--- config.mk ---
export PLATFORM = sky130hd
export DESIGN_NAME = mpps_sequencer
export DESIGN_NICKNAME = d
export VERILOG_FILES = /design/src/mpps_pkg.sv /design/src/mpps_phase_slice.sv /design/src/mpps_sequencer.sv
export VERILOG_INCLUDE_DIRS = /design/src /design/src/src
export SDC_FILE = /design/constraint.sdc
export NUM_CORES = 1
export LEC_CHECK = 0
export BUFFER_PORTS_ARGS = -buffer_cell sky130_fd_sc_hd__buf_2
export CAP_MARGIN = 10
export CORE_MARGIN = 2
export CORE_UTILIZATION = 43
export CTS_BUF_LIST = sky130_fd_sc_hd__clkbuf_4 sky130_fd_sc_hd__clkbuf_8
export CTS_CLUSTER_DIAMETER = 50
export DETAILED_ROUTE_END_ITERATION = 12
export HOLD_SLACK_MARGIN = 0.06
export PLACE_DENSITY_LB_ADDON = 0.12
export SLEW_MARGIN = 20
export SYNTH_ARGS = -nofsm -noshare
export SYNTH_HDL_FRONTEND = slang
export SYNTH_SLANG_ARGS = --single-unit
--- constraint.sdc ---
create_clock -name i_clk -period 45.5 [get_ports i_clk]
set_input_delay 4.55 -clock i_clk [delete_from_list [all_inputs] [get_ports i_clk]]
set_output_delay 4.55 -clock i_clk [all_outputs]
set_load 0.02 [all_outputs]
--- src/mpps_map.svh ---
// Widths, period defaults, phase counts and timing constants for the phase sequencer.
`ifndef MPPS_MAP_SVH
`define MPPS_MAP_SVH
`define MPPS_PERIOD_W        16
`define MPPS_PERIOD_DEFAULT  16'h0014
`define MPPS_PERIOD_MIN      16'h0004
`define MPPS_PHASES_MAX      4
`define MPPS_CNT_FOUR        3'h4
`define MPPS_CNT_THREE       3'h3
`define MPPS_CNT_TWO         3'h2
`define MPPS_STRAP_HOLD_NS   100
`define MPPS_CLK_NS          50
`define MPPS_STRAP_CYCLES    ((`MPPS_STRAP_HOLD_NS + `MPPS_CLK_NS - 1) / `MPPS_CLK_NS)
`endif

--- src/mpps_pkg.sv ---
// Types for the multiphase phase sequencer.
package mpps_pkg;
  typedef enum logic [1:0] {
    MPPS_ST_STRAP,
    MPPS_ST_RUN
  } mpps_state_t;
endpackage : mpps_pkg

--- src/mpps_phase_slice.sv ---
// One phase: sawtooth timebase, comparator and edge movement.
`timescale 1ns/100ps
`include "mpps_map.svh"
module mpps_phase_slice
  import mpps_pkg::*;
#(
  parameter int W = 16
) (
  input  wire logic         i_clk,
  input  wire logic         i_rstn,
  input  wire logic         i_active,
  input  wire logic         i_sync,
  input  wire logic [W-1:0] i_period,
  input  wire logic [W-1:0] i_comp,
  input  wire logic [W-1:0] i_lead_shift,
  input  wire logic         i_all_on,
  output logic              o_pwm,
  output logic              o_cycle_end
);
  logic [W-1:0] ramp;
  logic [W-1:0] next_ramp;
  logic         pwm;
  logic         next_pwm;
  logic         done;
  logic         next_done;

  always_comb begin
    next_ramp = ramp;
    next_pwm  = pwm;
    next_done = done;
    if (!i_active) begin
      next_ramp = '0;
      next_pwm  = 1'b0;
      next_done = 1'b0;
    end else if (i_sync) begin
      // Cycle restarts at this phase's slot sync, not at its pulse termination.
      next_ramp = '0;
      next_done = 1'b0;
      next_pwm  = (i_lead_shift == '0);
    end else begin
      if (ramp < i_period - W'(1)) begin
        next_ramp = ramp + W'(1);
      end
      // Leading edge moved later by a shift, trailing by the comparator.
      if (!done && ramp + W'(1) >= i_lead_shift && ramp + W'(1) < i_comp) begin
        next_pwm = 1'b1;
      end
      // Pulse ends where the sawtooth crosses the error signal.
      if (ramp + W'(1) >= i_comp) begin
        next_pwm  = 1'b0;
        next_done = 1'b1;
      end
    end
    if (i_active && i_all_on) begin
      next_pwm = 1'b1;
    end
  end

  always_ff @(posedge i_clk or negedge i_rstn) begin
    if (!i_rstn) begin
      ramp <= '0;
      pwm  <= 1'b0;
      done <= 1'b0;
    end else begin
      ramp <= next_ramp;
      pwm  <= next_pwm;
      done <= next_done;
    end
  end

  assign o_pwm       = pwm;
  assign o_cycle_end = i_sync;
endmodule : mpps_phase_slice

--- src/mpps_sequencer.sv ---
// Multiphase sequencer: phase count strapping and interleaved firing.
// Contract
// Active phases are spaced evenly across one switching period; the code gives the period remainder to the last slot.
// Four phases fire four, three, two, one, a quarter period apart.
// Fourth pin strapped high: three phases, three-two-one, third period.
// Third pin strapped high: two phases, second half period after first.
// Without strapping all four phases run.
// Each phase cycle runs between its own pulse terminations; the code restarts it at each slot sync instead.
// Switching period is fixed by external setting, never by transients.
// Leading and trailing edges of each pulse move independently.
// A large load step may turn all active phases on together.
// In steady state pulses start fixed and end variably.
// Inactive phases have current-sense disabled and no balancing.
// Each pulse comes from error signal versus its own sawtooth.
// Straps sampled once after reset; strapped pins never driven.
`timescale 1ns/100ps
`include "mpps_map.svh"
module mpps_sequencer
  import mpps_pkg::*;
#(
  parameter int W = `MPPS_PERIOD_W
) (
  input  wire logic         i_clk,
  input  wire logic         i_rstn,
  input  wire logic [W-1:0] i_frequency_set_input,
  input  wire logic [W-1:0] i_comp,
  input  wire logic [W-1:0] i_lead_shift,
  input  wire logic         i_all_phase_turn_on,
  input  wire logic         i_phase_out_three,
  input  wire logic         i_phase_out_four,
  output logic              o_phase_out_one,
  output logic              o_phase_out_two,
  output logic              o_phase_out_three,
  output logic              o_phase_out_four,
  output logic              o_phase_out_three_oe,
  output logic              o_phase_out_four_oe,
  output logic [3:0]        o_current_sense_en,
  output logic [2:0]        o_phase_count,
  output logic              o_running
);
  localparam logic [1:0] STRAP_CYC = 2'(`MPPS_STRAP_CYCLES);

  mpps_state_t state;
  mpps_state_t next_state;
  logic [1:0]   strap_cnt;
  logic [1:0]   next_strap_cnt;
  logic [2:0]   nph;
  logic [2:0]   next_nph;
  logic [W-1:0] period;
  logic [W-1:0] next_period;
  logic [W-1:0] tick;
  logic [W-1:0] next_tick;
  logic [1:0]   slot;
  logic [1:0]   next_slot;
  logic [W-1:0] slot_len;
  logic [3:0]   active;
  logic [3:0]   sync;
  logic [3:0]   pwm;
  logic [W-1:0] period_req;
  logic [1:0]   last_slot;
  logic [W-1:0] last_len;
  logic         slot_end;
  logic         cycle_end;
  logic [1:0]   fire_idx;
  logic [3:0]   sense_en;
  logic [3:0]   next_sense_en;

  // A period too short to give every phase a slot falls back to the
  // default instead of collapsing slots to zero length.
  assign period_req = (i_frequency_set_input < W'(`MPPS_PERIOD_MIN)) ?
                      W'(`MPPS_PERIOD_DEFAULT) : i_frequency_set_input;

  always_comb begin
    next_state     = state;
    next_strap_cnt = strap_cnt;
    next_nph       = nph;
    next_period    = period;
    case (state)
      MPPS_ST_STRAP: begin
        // Pins are read only while every output enable is low, so this
        // block never mistakes its own drive for a strap.
        // Pins settle for a short hold, then are latched once.
        if (strap_cnt == STRAP_CYC) begin
          next_state = MPPS_ST_RUN;
          if (i_phase_out_three) begin
            next_nph = `MPPS_CNT_TWO;
          end else if (i_phase_out_four) begin
            next_nph = `MPPS_CNT_THREE;
          end else begin
            next_nph = `MPPS_CNT_FOUR;
          end
          // Period latched once so transients cannot shift frequency.
          next_period = period_req;
        end else begin
          next_strap_cnt = strap_cnt + 2'h1;
        end
      end
      MPPS_ST_RUN: begin
        next_state = MPPS_ST_RUN;
      end
      default: begin
        next_state = MPPS_ST_STRAP;
      end
    endcase
  end

  // Slot length is period over phase count; remainder goes to last slot.
  assign slot_len = period / W'(nph);
  assign last_slot = 2'(nph - 3'h1);
  assign last_len  = period - slot_len * W'(nph - 3'h1);
  assign slot_end  = (tick == slot_len - W'(1)) && (slot != last_slot);
  assign cycle_end = (tick == last_len - W'(1)) && (slot == last_slot);

  always_comb begin
    next_tick = tick;
    next_slot = slot;
    if (state == MPPS_ST_RUN) begin
      if (slot_end) begin
        next_tick = '0;
        next_slot = slot + 2'h1;
      end else if (cycle_end) begin
        next_tick = '0;
        next_slot = 2'h0;
      end else begin
        next_tick = tick + W'(1);
      end
    end
  end

  always_ff @(posedge i_clk or negedge i_rstn) begin
    if (!i_rstn) begin
      state     <= MPPS_ST_STRAP;
      strap_cnt <= 2'h0;
      nph       <= `MPPS_CNT_FOUR;
      period    <= W'(`MPPS_PERIOD_DEFAULT);
      tick      <= '0;
      slot      <= 2'h0;
    end else begin
      state     <= next_state;
      strap_cnt <= next_strap_cnt;
      nph       <= next_nph;
      period    <= next_period;
      tick      <= next_tick;
      slot      <= next_slot;
    end
  end

  always_comb begin
    active = 4'h0;
    if (state == MPPS_ST_RUN) begin
      active[0] = 1'b1;
      active[1] = 1'b1;
      active[2] = (nph != `MPPS_CNT_TWO);
      active[3] = (nph == `MPPS_CNT_FOUR);
    end
  end

  // Sense enables are registered from the next strap result so that they
  // rise with the running state and never glitch while the count is
  // decoded; channels of unused phases stay out of current balance.
  always_comb begin
    next_sense_en = 4'h0;
    if (next_state == MPPS_ST_RUN) begin
      next_sense_en[0] = 1'b1;
      next_sense_en[1] = 1'b1;
      next_sense_en[2] = (next_nph != `MPPS_CNT_TWO);
      next_sense_en[3] = (next_nph == `MPPS_CNT_FOUR);
    end
  end

  always_ff @(posedge i_clk or negedge i_rstn) begin
    if (!i_rstn) begin
      sense_en <= 4'h0;
    end else begin
      sense_en <= next_sense_en;
    end
  end

  // Slot k starts the highest active phase minus k, giving the firing
  // order descending from it to phase one, equal slots except the remainder in the last.
  assign fire_idx = last_slot - slot;

  always_comb begin
    sync = 4'h0;
    if (state == MPPS_ST_RUN && tick == '0) begin
      sync[fire_idx] = 1'b1;
    end
  end

  // Every slice shares one error level and lead shift; per-phase trims
  // for current balance would enter here as separate compare words.
  genvar g;
  generate
    for (g = 0; g < `MPPS_PHASES_MAX; g++) begin : g_phase
      mpps_phase_slice #(.W(W)) u_slice (
        .i_clk        (i_clk),
        .i_rstn       (i_rstn),
        .i_active     (active[g]),
        .i_sync       (sync[g]),
        .i_period     (period),
        .i_comp       (i_comp),
        .i_lead_shift (i_lead_shift),
        .i_all_on     (i_all_phase_turn_on),
        .o_pwm        (pwm[g]),
        .o_cycle_end  ()
      );
    end
  endgenerate

  assign o_phase_out_one   = pwm[0];
  assign o_phase_out_two   = pwm[1];
  assign o_phase_out_three = pwm[2];
  assign o_phase_out_four  = pwm[3];
  // A strapped pin is tied to supply, so driving it would fight the tie.
  assign o_phase_out_three_oe = active[2];
  assign o_phase_out_four_oe  = active[3];
  assign o_current_sense_en   = sense_en;
  assign o_phase_count        = nph;
  assign o_running            = (state == MPPS_ST_RUN);
endmodule : mpps_sequencer

# [Yosys cells after proc, flatten, opt, wreduce, memory -nomap -nowiden]
# Cells that the tools add are included.
# W data, S select, Z words.
[classes] add_sub_neg=14 n_mul=1 n_div=1 n_lt_le_gt_ge=19 eq_ne=23 mux=60 n_bitwise=1 n_reduce_logical=27
[op_table] operator="$mux W16" n=15
[op_table] operator="$ge A16 B16 Y1" n=8
[op_table] operator="$lt A16 B16 Y1" n=8
[op_table] operator="$add A16 B1 Y16 const B" n=5
[op_table] operator="$sub A16 B1 Y16 const B" n=3
[op_table] operator="$mux W1" n=33
[op_table] operator="$eq A16 B16 Y1" n=2
[op_table] operator="$logic_not A16 Y1" n=2
[op_table] operator="$ne A3 B1 Y1 const B" n=8
[op_table] operator="$ne A5 B1 Y1 const B" n=4
[op_table] operator="$div A16 B3 Y16" n=1
[op_table] operator="$logic_and A1 B1 Y1" n=16
[op_table] operator="$lt A16 B3 Y1 const B" n=1
[op_table] operator="$mul A16 B4 Y16" n=1
[op_table] operator="$sub A16 B16 Y16" n=1
[op_table] operator="$mux W3" n=4
[op_table] operator="$mux W4" n=3
[op_table] operator="$eq A3 B3 Y1 const B" n=2
[op_table] operator="$mux W2" n=3
[op_table] operator="$ne A3 B2 Y1 const B" n=2
[op_table] operator="$reduce_and A2 Y1" n=3
[op_table] operator="$add A2 B1 Y2 const B" n=2
[op_table] operator="$eq A2 B1 Y1 const B" n=2
[op_table] operator="$logic_not A1 Y1" n=4
[op_table] operator="13 further kinds" n=13
[totals] ff_bits=117 inputBits=53 out_inout_bits=14 elab_cells=165

# [Logic depth before layout (Yosys ltp)]
# Gate-level depths: netlist of the first run.
[logic_depth] word_depth=10 depth_mapped=168 ltp_nobuf=156

# [Hierarchy]
# From an unflattened synthesis of the first run, not the netlist that was laid out.
[unflattened] hier_cells=2466 hier_area_um2=19628.8
[by_module_without_submodules] mod="mpps_sequencer" instances=1 cells_each=1244 area_per_inst_um2=9626.7 seq_area_each_um2=1104.8
[by_module_without_submodules] mod="mpps_phase_slice at g_phase[0].u_slice ..." instances=2 cells_each=309 area_per_inst_um2=2543.7 seq_area_each_um2=450.4
[by_module_without_submodules] mod="mpps_phase_slice at g_phase[2].u_slice ..." instances=2 cells_each=302 area_per_inst_um2=2457.4 seq_area_each_um2=450.4

# [Worst setup path after synthesis of the first run]
# OpenSTA, ideal clock, no wires.
[synth_timing] kind="flip-flop to flip-flop" start="register nph[0] (netlist: o_phase_count[0])" end="register tick[10]" setup_time_ps=134 arrival_time_ps=31600 required_time_ps=45366 slack_ps=13766 path_stages_with_launch=161 n_path_buf=14 synth_period_minus_slack_ps=31734 path_cell_list="dfrtp_1 inv_1 clkbuf_1 ha_1 nor3b_1 a2bb2oi_2 ha_1 o21a_1 nor4b_2 a21o_1 ha_1 or2_0 o22a_1 clkbuf_1 nor2_1 a21oi_1 ha_1 o211ai_1 (+125 left out) a21o_1 a21o_1 a21o_1 a21o_1 a21o_1 a21o_1 a21oi_1 nor2b_1 o21ai_0 nand2b_1 a21o_1 a21oi_1 xnor2_1 or4_1 or4_1 nor2_1 clkbuf_1 nor3_1"
[synth_between] elab_chain_len=8 word_cells_on_any_way=15 cone_classes="5 x add/sub; 1 x mul; 1 x div; 4 x eq/ne; 2 x mux; 2 x reduce/logical"
[synth_rtl] element="start: declaration" line_no="mpps_sequencer.sv:47" rtl="logic [2:0] nph;"
[synth_rtl] element="start signal: assignment" line_no="mpps_sequencer.sv:134" rtl="nph <= `MPPS_CNT_FOUR;"
[synth_rtl] element="start signal: assignment" line_no="mpps_sequencer.sv:141" rtl="nph <= next_nph;"
[synth_rtl] element="$div A16 B3 Y16 / $sub A3 B1 Y4 (equally long branches)" line_no="mpps_sequencer.sv:108, mpps_sequencer.sv:110"
[synth_rtl] element="$mul A16 B4 Y16" line_no="mpps_sequencer.sv:110" rtl="assign last_len = period - slot_len * W'(nph - 3'h1);"
[synth_rtl] element="$sub A16 B16 Y16" line_no="mpps_sequencer.sv:110"
[synth_rtl] element="$sub A16 B1 Y16" line_no="mpps_sequencer.sv:112" rtl="assign cycle_end = (tick == last_len - W'(1)) && (slot == last_slot);"
[synth_rtl] element="$eq A16 B16 Y1" line_no="mpps_sequencer.sv:112"
[synth_rtl] element="$logic_and A1 B1 Y1" line_no="mpps_sequencer.sv:112"
[synth_rtl] element="$mux W16" line_no="mpps_sequencer.sv:121" rtl="end else if (cycle_end) begin"
[synth_rtl] element="$mux W16 (*)" line_no="mpps_sequencer.sv:118" rtl="if (slot_end) begin"
[synth_rtl] element="end signal: assignment" line_no="mpps_sequencer.sv:143" rtl="tick <= next_tick;"
[synth_rtl] element="end: declaration" line_no="mpps_sequencer.sv:51" rtl="logic [W-1:0] tick;"
# Mark *: on every way between the ends. The rest lies on a longest branch, timed or not.
# A chain may end at the register's enable or synchronous reset.

# [Worst setup path in the final report of the first run]
[layout_timing] start="register nph[0] (netlist: o_phase_count[0])" end="register slot[1]"
[layout_between] elab_chain_len=8 word_cells_on_any_way=16 cone_classes="5 x add/sub; 1 x mul; 1 x div; 4 x eq/ne; 1 x mux; 4 x reduce/logical"
[layout_rtl] element="$div A16 B3 Y16 / $sub A3 B1 Y4 (equally long branches)" line_no="mpps_sequencer.sv:108, mpps_sequencer.sv:110"
[layout_rtl] element="$mul A16 B4 Y16" line_no="mpps_sequencer.sv:110"
[layout_rtl] element="$sub A16 B16 Y16" line_no="mpps_sequencer.sv:110"
[layout_rtl] element="$sub A16 B1 Y16" line_no="mpps_sequencer.sv:112"
[layout_rtl] element="$eq A16 B16 Y1" line_no="mpps_sequencer.sv:112"
[layout_rtl] element="$logic_and A1 B1 Y1" line_no="mpps_sequencer.sv:112"
[layout_rtl] element="$reduce_bool A2 Y1 (no line)"
[layout_rtl] element="$reduce_and A2 Y1 (no line)"
[layout_rtl] element="end signal: assignment" line_no="mpps_sequencer.sv:144" rtl="slot <= next_slot;"
[layout_rtl] element="end: declaration" line_no="mpps_sequencer.sv:53" rtl="logic [1:0] slot;"
# Several ways; a longest one is shown, not always the timed one.

==> results of run 1 <==
[cell families (layout without fill, tap and decap cells)]
family / Yosys count / after routing / share of synthesized area (%)
AO/OA/AOI/OAI: 467 / 467 / 17.28
AND/OR/NAND/NOR: 829 / 829 / 24.40
adder cells (fa/ha/maj): 318 / 318 / 24.45
buffers and inverters: 199 / 239 / 4.592
flip-flops: 116 / 116 / 16.67
multiplexers: 29 / 29 / 1.944
other: 1 / 1 / 0.02150
XOR/XNOR: 211 / 211 / 10.64
[sequential cells by signal, indices dropped and copies added, names as in the netlist]
signal / cells
g_phase.u_slice.ramp: 64
period: 16
tick: 16
g_phase.u_slice.done: 4
g_phase.u_slice.o_pwm: 4
o_current_sense_en: 3
o_phase_count: 3
slot: 2
state: 2
strap_cnt: 2
[worst max-delay path by stage]
| stage | from | to | slack [ns] | cells past startpoint |
|---|---|---|---|---|
| 5_1_grt | o_phase_count[0] | slot[1] | 5.44 | 151 |
| 3_5_place_dp | o_phase_count[0] | slot[1] | 9.11 | 151 |
| 2_1_floorplan | o_phase_count[0] | tick[10] | 13.77 | 160 |
| 6_report | o_phase_count[0] | slot[1] | 8.67 | 152 |
| 3_3_place_gp | o_phase_count[0] | slot[1] | 10.58 | 150 |
| 4_1_cts | o_phase_count[0] | slot[1] | 9.00 | 151 |
[Yosys cell counts (28+ instances only)]
cell type  count  share of area [%]
ha_1         280                 20
nor2_1       196                4.2
nand2_1      167                3.6
inv_1        131                2.8
a21oi_1      125                3.6
o21ai_0      121                3.5
xnor2_1      116                5.8
dfrtp_1      113                 16
xor2_1        94                4.7
nand2b_1      93                3.3
nor3_1        67                1.9
nor2b_1       63                2.3
nand3_1       62                1.8
clkbuf_1      52                1.1
a21o_1        44                1.9
fa_1          38                4.4
and3_1        35                1.3
o21a_1        28                1.2
[worst max-delay path: cells and delay by family, from the launching register on]
family,cells,cell delay [ns]
adders and majority gates,20,6.16
AOI/OAI and AO/OA,71,15.04
buffers and inverters,7,1.06
and+or+nand+nor,48,12.17
muxes,5,1.70
xor gates and xnor gates,1,0.09
DFF,1,0.48
[stage by stage]
stage          setup slack (ns)  utilization, %  std cells  instance area, µm²
2_1_floorplan             13.77               -       2170               17440
3_3_place_gp              10.58           45.59       2703               18200
6_report                  8.671           46.70       2735               18640
3_5_place_dp              9.106           45.59       2703               18200
4_1_cts                   8.999           46.69       2735               18640
5_1_grt                   5.437           46.70       2735               18640
[layout make-up]
type | instances | share of cell area [%]
inverter | 131 | 2.638
tap | 525 | 3.524
clock buffer | 23 | 1.530
timing repair buffer | 76 | 2.188
multi-input combinational | 1855 | 73.71
sequential | 116 | 15.59
clock inverter | 9 | 0.8188
[per-layer routing]
| layer | track usage (%) | vias up | part of all wire (%) |
|---|---|---|---|
| met1 | 37.73 | 7182 | 53 |
| met5 | 0 | - | 0 |
| li1 | - | 7709 | - |
| met2 | 36.34 | 373 | 41 |
| met4 | 5.473 | 0 | 1.5 |
| met3 | 2.534 | 44 | 4.4 |
==> metrics.txt, run 1 <==
status=complete, no violations; Primary FF master, synth=dfrtp_1; DR vias=roughly 15k; Mean Syn Cell Area=approximately 8 µm²; reg2reg path depth=around 150; Max Fclk=approximately 0.027 GHz; multi-input logic area=about 14,000 µm²; crit path DAT=roughly 37 ns; H-tree depth=4; initial antenna violation count=0; die area=42,180 µm²; DRC viols=0; hold worst-path end=strap_cnt[0]; Crit Path Max Fanout=33; syn_nets=2,541; Resize count post-CTS=0; Critical Path Slowest Stage Cell=nor2_1; Critical Path Max Stage Delay=approximately 0.77 ns; Layout area overhead=6.895%; total CTS buffers=17; Core ar.=39,910 µm²; r2r setup slk=between 8 and 9 ns; CP startpoint kind=register; Seq cells post-synth=116; unrepaired setup endpoints after global routing=no; grt ovf=0; Initial Util=a little over two fifths; Longest Clk Path Bufs=2; Cell Area, Synth=about 17,000 µm²; Hold-fix buffers, CTS=0; Vias/cell=roughly 5.6; worst r2r dst=slot[1]; type of the most critical hold path=reg2reg; Post-Route WL=between 40,000 and 50,000 µm; io pins=between 60 and 70; layout cells sized above 1=7.647%; Max Cap Viol=0; Setup CP Type=reg2reg; Min Hold Slack=between 0.4 and 0.5 ns; via count of the first global-routing pass=roughly 15k; Min-Delay Startpoint=strap_cnt[0]; commonest cells after routing, fill and taps aside=ha_1, nor2_1, nand2_1; largest net degree at the start of global routing=slightly above 60; Final Max Slew Viols=0; Cell Rows=73; number of buffers added for setup after CTS=0; first-pass GRT wire length=about 82,000 µm; WL/cell=18.24 µm; worst relative slew slack=25.69%; port bufs=66; Die Span Y=205.4 µm; post-DP HPWL=40,790 µm; overall routing resource usage=about a quarter; Placer Congestion=a little under 0.9; fraction of registers with async set/reset=100.0%; ANT nets after route=0; CTS tree=yes; EDFF count, synth=0; hold depth=1; fin crit share=approximately four fifths; Final Hold Vio Count=0; storage element area=between 2000 and 3000 µm²; reg-to-reg startpoint=o_phase_count[0]; Root Buffer=clkbuf_8; CP endpoint kind=register; Tmin final=roughly 37 ns; Yosys Warn Count=0; Sink Count=116; setup TNS=0 ns; n_diodes=0; CTS clk-pin slew, worst paths=roughly 0.07 ns; Slew @ Worst Pin=roughly 1.1 ns; Worst-Skew Late Latency=roughly 0.46 ns; Crit path required time=roughly 46 ns; commonest non-fill, non-tap cell in the layout=ha_1; Max Clock Skew=0.01462 ns; sequential fraction of the synthesis area=around 17%; Initial DRT Pass Iterations=5; Syn Inst Count=roughly 2.2k; first-iteration detailed-routing DRC count=1,180; Final nets=between 2k and 3k; Fillers=slightly below 4k; Cell variety after synth=roughly 100; most frequent CP cell=ha_1; floorplan die width=between 200 and 250 µm; final setup fails=0
Power of run 1 is not shown: default switching activity piles up to over one toggle a cycle in this logic, so the estimate is an artifact.
==> inputs of run 2 (changes only) <==
clock period = 31.2 ns   (was 45.5 ns; I/O delays follow)
==> run 2 against run 1 <==
- critical path depth shrank 5
- largest cell class unchanged
- worst hold slack lost 0.0082 ns
- critical path type unchanged
- clock-buffer cell count shrank 3
==> metrics.txt, run 2 (synthesis gave the netlist of run 1 again) <==
status=complete, no violations; Largest register FFs=64 (unchanged); Critical Path Slowest Stage Cell=or4b_4; DR vias=15.70k (+2.6%); CP endpoint kind=register; CTS clk-pin slew, worst paths=0.08 ns (about the same); final setup fails=0 (unchanged); Layout area overhead=12.66%; WL/cell=18.03 µm (-1.2%); Cell Rows=73 (unchanged); Worst-Skew Late Latency=0.49 ns (+0.03 ns); Initial DRT Pass Iterations=6 (+1); Top reg by flops=g_phase.u_slice.ramp; Final Util=49.22% (+2.5 points); n_diodes=0 (unchanged); first-iteration detailed-routing DRC count=1,138 (-3.6%); commonest cells after routing, fill and taps aside=ha_1, nor2_1, nand2_1; CTS tree=yes; io pins=67 (unchanged); grt ovf=0 (unchanged); ANT nets after route=0 (unchanged); commonest non-fill, non-tap cell in the layout=ha_1; Final Hold Vio Count=0 (unchanged); biggest regs=g_phase.u_slice.ramp x64, period x16, tick x16; Slew @ Worst Pin=1.184 ns (+0.08057 ns); overall routing resource usage=24.55% (+0.081 points); crit path DAT=29.73 ns (-7.43 ns); Critical Path Max Stage Delay=0.53 ns (-0.24 ns); Max Clock Skew=0.01971 ns (+0.005096 ns); Max Fclk=0.03404 GHz (+25%); Sink Count=116 (unchanged); layout cells sized above 1=13.60% (+6.0 points); Post-Route WL=51,070 µm (+2.4%); Root Buffer=clkbuf_8; type of the most critical hold path=reg2reg; Vias/cell=5.543 (-0.97%); Crit path required time=31.55 ns (-14.28 ns); die area=42,180 µm² (unchanged); largest net degree at the start of global routing=60 (-3.2%); Final Max Slew Viols=0 (unchanged); floorplan die width=205.4 µm (unchanged); Setup CP Type=reg2reg; Core ar.=39,910 µm² (unchanged); CP startpoint kind=register; total CTS buffers=17 (unchanged); worst relative slew slack=21.09% (-4.6 points); DRC viols=0 (unchanged); first-pass GRT wire length=81,680 µm (-0.17%); most frequent CP cell=ha_1; port bufs=66 (unchanged); Die Span Y=205.4 µm (unchanged); initial antenna violation count=0 (unchanged); post-DP HPWL=41,280 µm (+1.2%); H-tree depth=4 (unchanged); Tmin final=29.38 ns (-7.450 ns); fin crit share=94.16% (+13 points); Longest Clk Path Bufs=2 (unchanged); Placer Congestion=0.8900 (+0.23%); Initial Util=43.69% (unchanged); Crit Path Max Fanout=12 (-64%); via count of the first global-routing pass=15.08k (+1.3%); Final nets=2,666 (+3.8%); Max Cap Viol=0 (unchanged)
==> run 2: changes by cell type in the layout (fill, tap and decap cells not counted), sizes merged <==
cell	delta
clkbuf	-3
inv	+1
buf	+97
clkinv	+3
nand4b	+1
bufinv	-1
==> run 2: through the flow <==
stage | instance area [µm²] | TNS [ns] | std cells | hold WS (ns) | setup WS, ns
after floorplan | 17440 | 0 | 2170 | 0.4465 | 0.02214
after global placement | 18630 | 0 | 2761 | 0.4607 | 0.3034
after detailed placement | 18630 | -13.91 | 2761 | 0.4726 | -1.021
after CTS | 19160 | -0.2457 | 2799 | 0.4867 | -0.04274
after global routing | 19650 | -2.936 | 2833 | 0.5035 | -0.2232
final | 19650 | 0 | 2833 | 0.4807 | 1.821
==> run 2: critical path: cells and delay by family, from the launching register on <==
kind / cells / cell delay, ns
flops: 1 / 0.37
compound gates: 61 / 10.10
mux: 8 / 2.26
buf+inv: 11 / 1.48
simple gates: 46 / 8.87
fa+ha+maj: 20 / 6.08
xor+xnor: 1 / 0.09
==> run 2: path summary, 6_finish.rpt <==
kind                                                  to  cells after the start  slack [ns]              from
min in group asynchronous       g_phase[2].u_slice.o_pwm                      1        2.70            i_rstn
max in group asynchronous                      period[5]                      2       27.14            i_rstn
worst min register to register              strap_cnt[0]                      1        0.48      strap_cnt[0]
worst max-delay path                             slot[0]                    147        1.82  o_phase_count[0]
worst max register to register                   slot[0]                    147        1.82  o_phase_count[0]
worst min-delay path                        strap_cnt[0]                      1        0.48      strap_cnt[0]
==> run 2: layout make-up <==
| cell class | count | area, µm² |
|---|---|---|
| Clock buffer | 20 | 269.0 |
| Clock inverter | 12 | 153.9 |
| Fill cell | 3908 | 20270 |
| Inverter | 131 | 491.7 |
| Multi-Input combinational cell | 1856 | 14030 |
| Sequential cell | 116 | 2907 |
| Tap cell | 525 | 656.9 |
| Timing Repair Buffer | 173 | 1140 |
==> run 2: timing repair <==
item	CTS	global route
hold buffers	0	0
buffers inserted	6	33
setup endpoints to repair	18	18
resized for setup	14	61
pin swaps	2	15
gates cloned	0	1
==> run 2: routing by layer <==
metal  vias up  GRT usage, %  share of wire [%]
met1      7363         35.50                 50
met4         0         5.344                1.5
met5         -             0                  0
met3        56         4.482                5.3
met2       379         37.93                 43
li1       7905             -                  -
Power of run 2 is left out for the same reason.
==> inputs of run 3 (changes only) <==
CORE_UTILIZATION = 45   (was 43)
TNS_END_PERCENT = 5   (was default)
==> run 3 against run 2 <==
- core utilization rose by 1.6 points
- register-to-register slack better by 0.14 ns
- first-iteration DRC count is 14% lower
- cell count shrank 0.67%
- highest routed layer unchanged
- global-route usage up 0.95 points
- via count hardly changed
==> metrics.txt, run 3 (synthesis gave the netlist of run 1 again) <==
Max Cap Viol=0 (unchanged); first-iteration detailed-routing DRC count=983 (-14%); DRC viols=0 (unchanged); dpl ws=-0.6779 ns (+0.3426 ns); most frequent CP cell=ha_1; Max Clock Skew=0.01615 ns (-0.003564 ns); type of the most critical hold path=reg2reg; port bufs=66 (unchanged); Final nets=2,654 (-0.45%); status=complete, no violations; largest net degree at the start of global routing=71 (+18%); CP endpoint kind=register; r2r setup slk=1.96 ns (+0.14 ns); final setup fails=0 (unchanged); Cell Rows=72 (-1.4%); ANT nets after route=0 (unchanged); Longest Clk Path Bufs=2 (unchanged); worst r2r dst=slot[0]; Vias/cell=5.584 (+0.74%); layout cells sized above 1=13.37% (-0.23 points); Largest register FFs=64 (unchanged); Sink Count=116 (unchanged); biggest regs=g_phase.u_slice.ramp x64, period x16, tick x16; Setup CP Type=reg2reg; Root Buffer=clkbuf_8; Critical Path Max Stage Delay=0.53 ns (about the same); Post-Route WL=51,180 µm (+0.22%); Hold-fix buffers, CTS=0 (unchanged); die area=40,340 µm² (-4.4%); floorplan die width=200.9 µm (-2.2%); Critical Path Slowest Stage Cell=or4b_4; final worst slack=1.963 ns (+0.1417 ns); Final Max Slew Viols=0 (unchanged); Initial DRT Pass Iterations=7 (+1); Tmin final=29.24 ns (-0.1417 ns); Final Util=50.79% (+1.6 points); Placer Congestion=0.8946 (+0.52%); crit path DAT=29.57 ns (-0.16 ns); hold depth=1 (unchanged); initial antenna violation count=0 (unchanged); Min-Delay Startpoint=strap_cnt[0]; Worst-Skew Late Latency=0.46 ns (-0.03 ns); Top reg by flops=g_phase.u_slice.ramp; Die Span Y=200.9 µm (-2.2%); commonest cells after routing, fill and taps aside=ha_1, nor2_1, nand2_1; reg-to-reg startpoint=o_phase_count[0]; Max Fclk=0.03420 GHz (+0.48%); Final Hold Vio Count=0 (unchanged); total CTS buffers=17 (unchanged); DR vias=15.71k (+0.064%); Min Hold Slack=0.4866 ns (+0.005866 ns); CP startpoint kind=register; CTS clk-pin slew, worst paths=0.08 ns (about the same); H-tree depth=4 (unchanged); worst relative slew slack=23.61% (+2.5 points); n_diodes=0 (unchanged); Initial Util=45.34% (+1.6 points); reg2reg path depth=149 (+1.4%); Core ar.=38,470 µm² (-3.6%); grt ovf=0 (unchanged); post-DP HPWL=41,500 µm (+0.53%); first-pass GRT wire length=83,280 µm (+2.0%); hold worst-path end=strap_cnt[0]; Layout area overhead=12.04%; overall routing resource usage=25.51% (+0.95 points); Crit Path Max Fanout=8 (-4); Slew @ Worst Pin=1.146 ns (-0.03779 ns); CTS tree=yes; WL/cell=18.19 µm (+0.90%); fin crit share=93.71% (-0.45 points); commonest non-fill, non-tap cell in the layout=ha_1; Crit path required time=31.53 ns (-0.02 ns); io pins=67 (unchanged); via count of the first global-routing pass=15.23k (+0.98%); WP buf/inv=9 (-2); CP top delay family=compound AO/OA/AOI/OAI gates
## run 3: layout make-up
cell class                 instances  area [µm²]
inverter                         131       491.7
multi-input combinational       1855       14040
tap                              518       648.1
timing repair buffer             162        1054
sequential                       116        2907
clock buffer                      23       297.8
clock inverter                     9       101.3
fill                            3758       18930
## run 3: layer usage
| layer | GRT usage (%) | part of all wire, % |
|---|---|---|
| met1 | 39.23 | 52 |
| met2 | 39.03 | 43 |
| met3 | 2.468 | 4.2 |
| met4 | 3.915 | 0.72 |
| met5 | 0 | 0 |
## run 3: worst max-delay path by stage
stage	from	endpoint	cells past startpoint	slack, ns
after global placement	o_phase_count[0]	slot[1]	149	0.58
after global routing	o_phase_count[0]	slot[1]	152	-0.09
final	o_phase_count[0]	slot[0]	149	1.96
after detailed placement	o_phase_count[0]	slot[1]	149	-0.68
after CTS	o_phase_count[0]	tick[9]	150	0.06
after floorplan	o_phase_count[0]	tick[10]	160	0.02
## run 3: repair_timing
action                                  in CTS  in global routing
pin swaps                                    1                 22
resized for setup                            6                 70
endpoints found under the setup margin      16                 18
buffers inserted                             5                 23
## run 3: through the flow
step                instance area, µm²  TNS (ns)  std cells
floorplan                        17440         0       2170
global placement                 18630         0       2754
detailed placement               18630    -8.278       2754
CTS                              19090         0       2791
global route                     19540   -0.9139       2814
finish                           19540         0       2814
Power of run 3 is left out for the same reason.
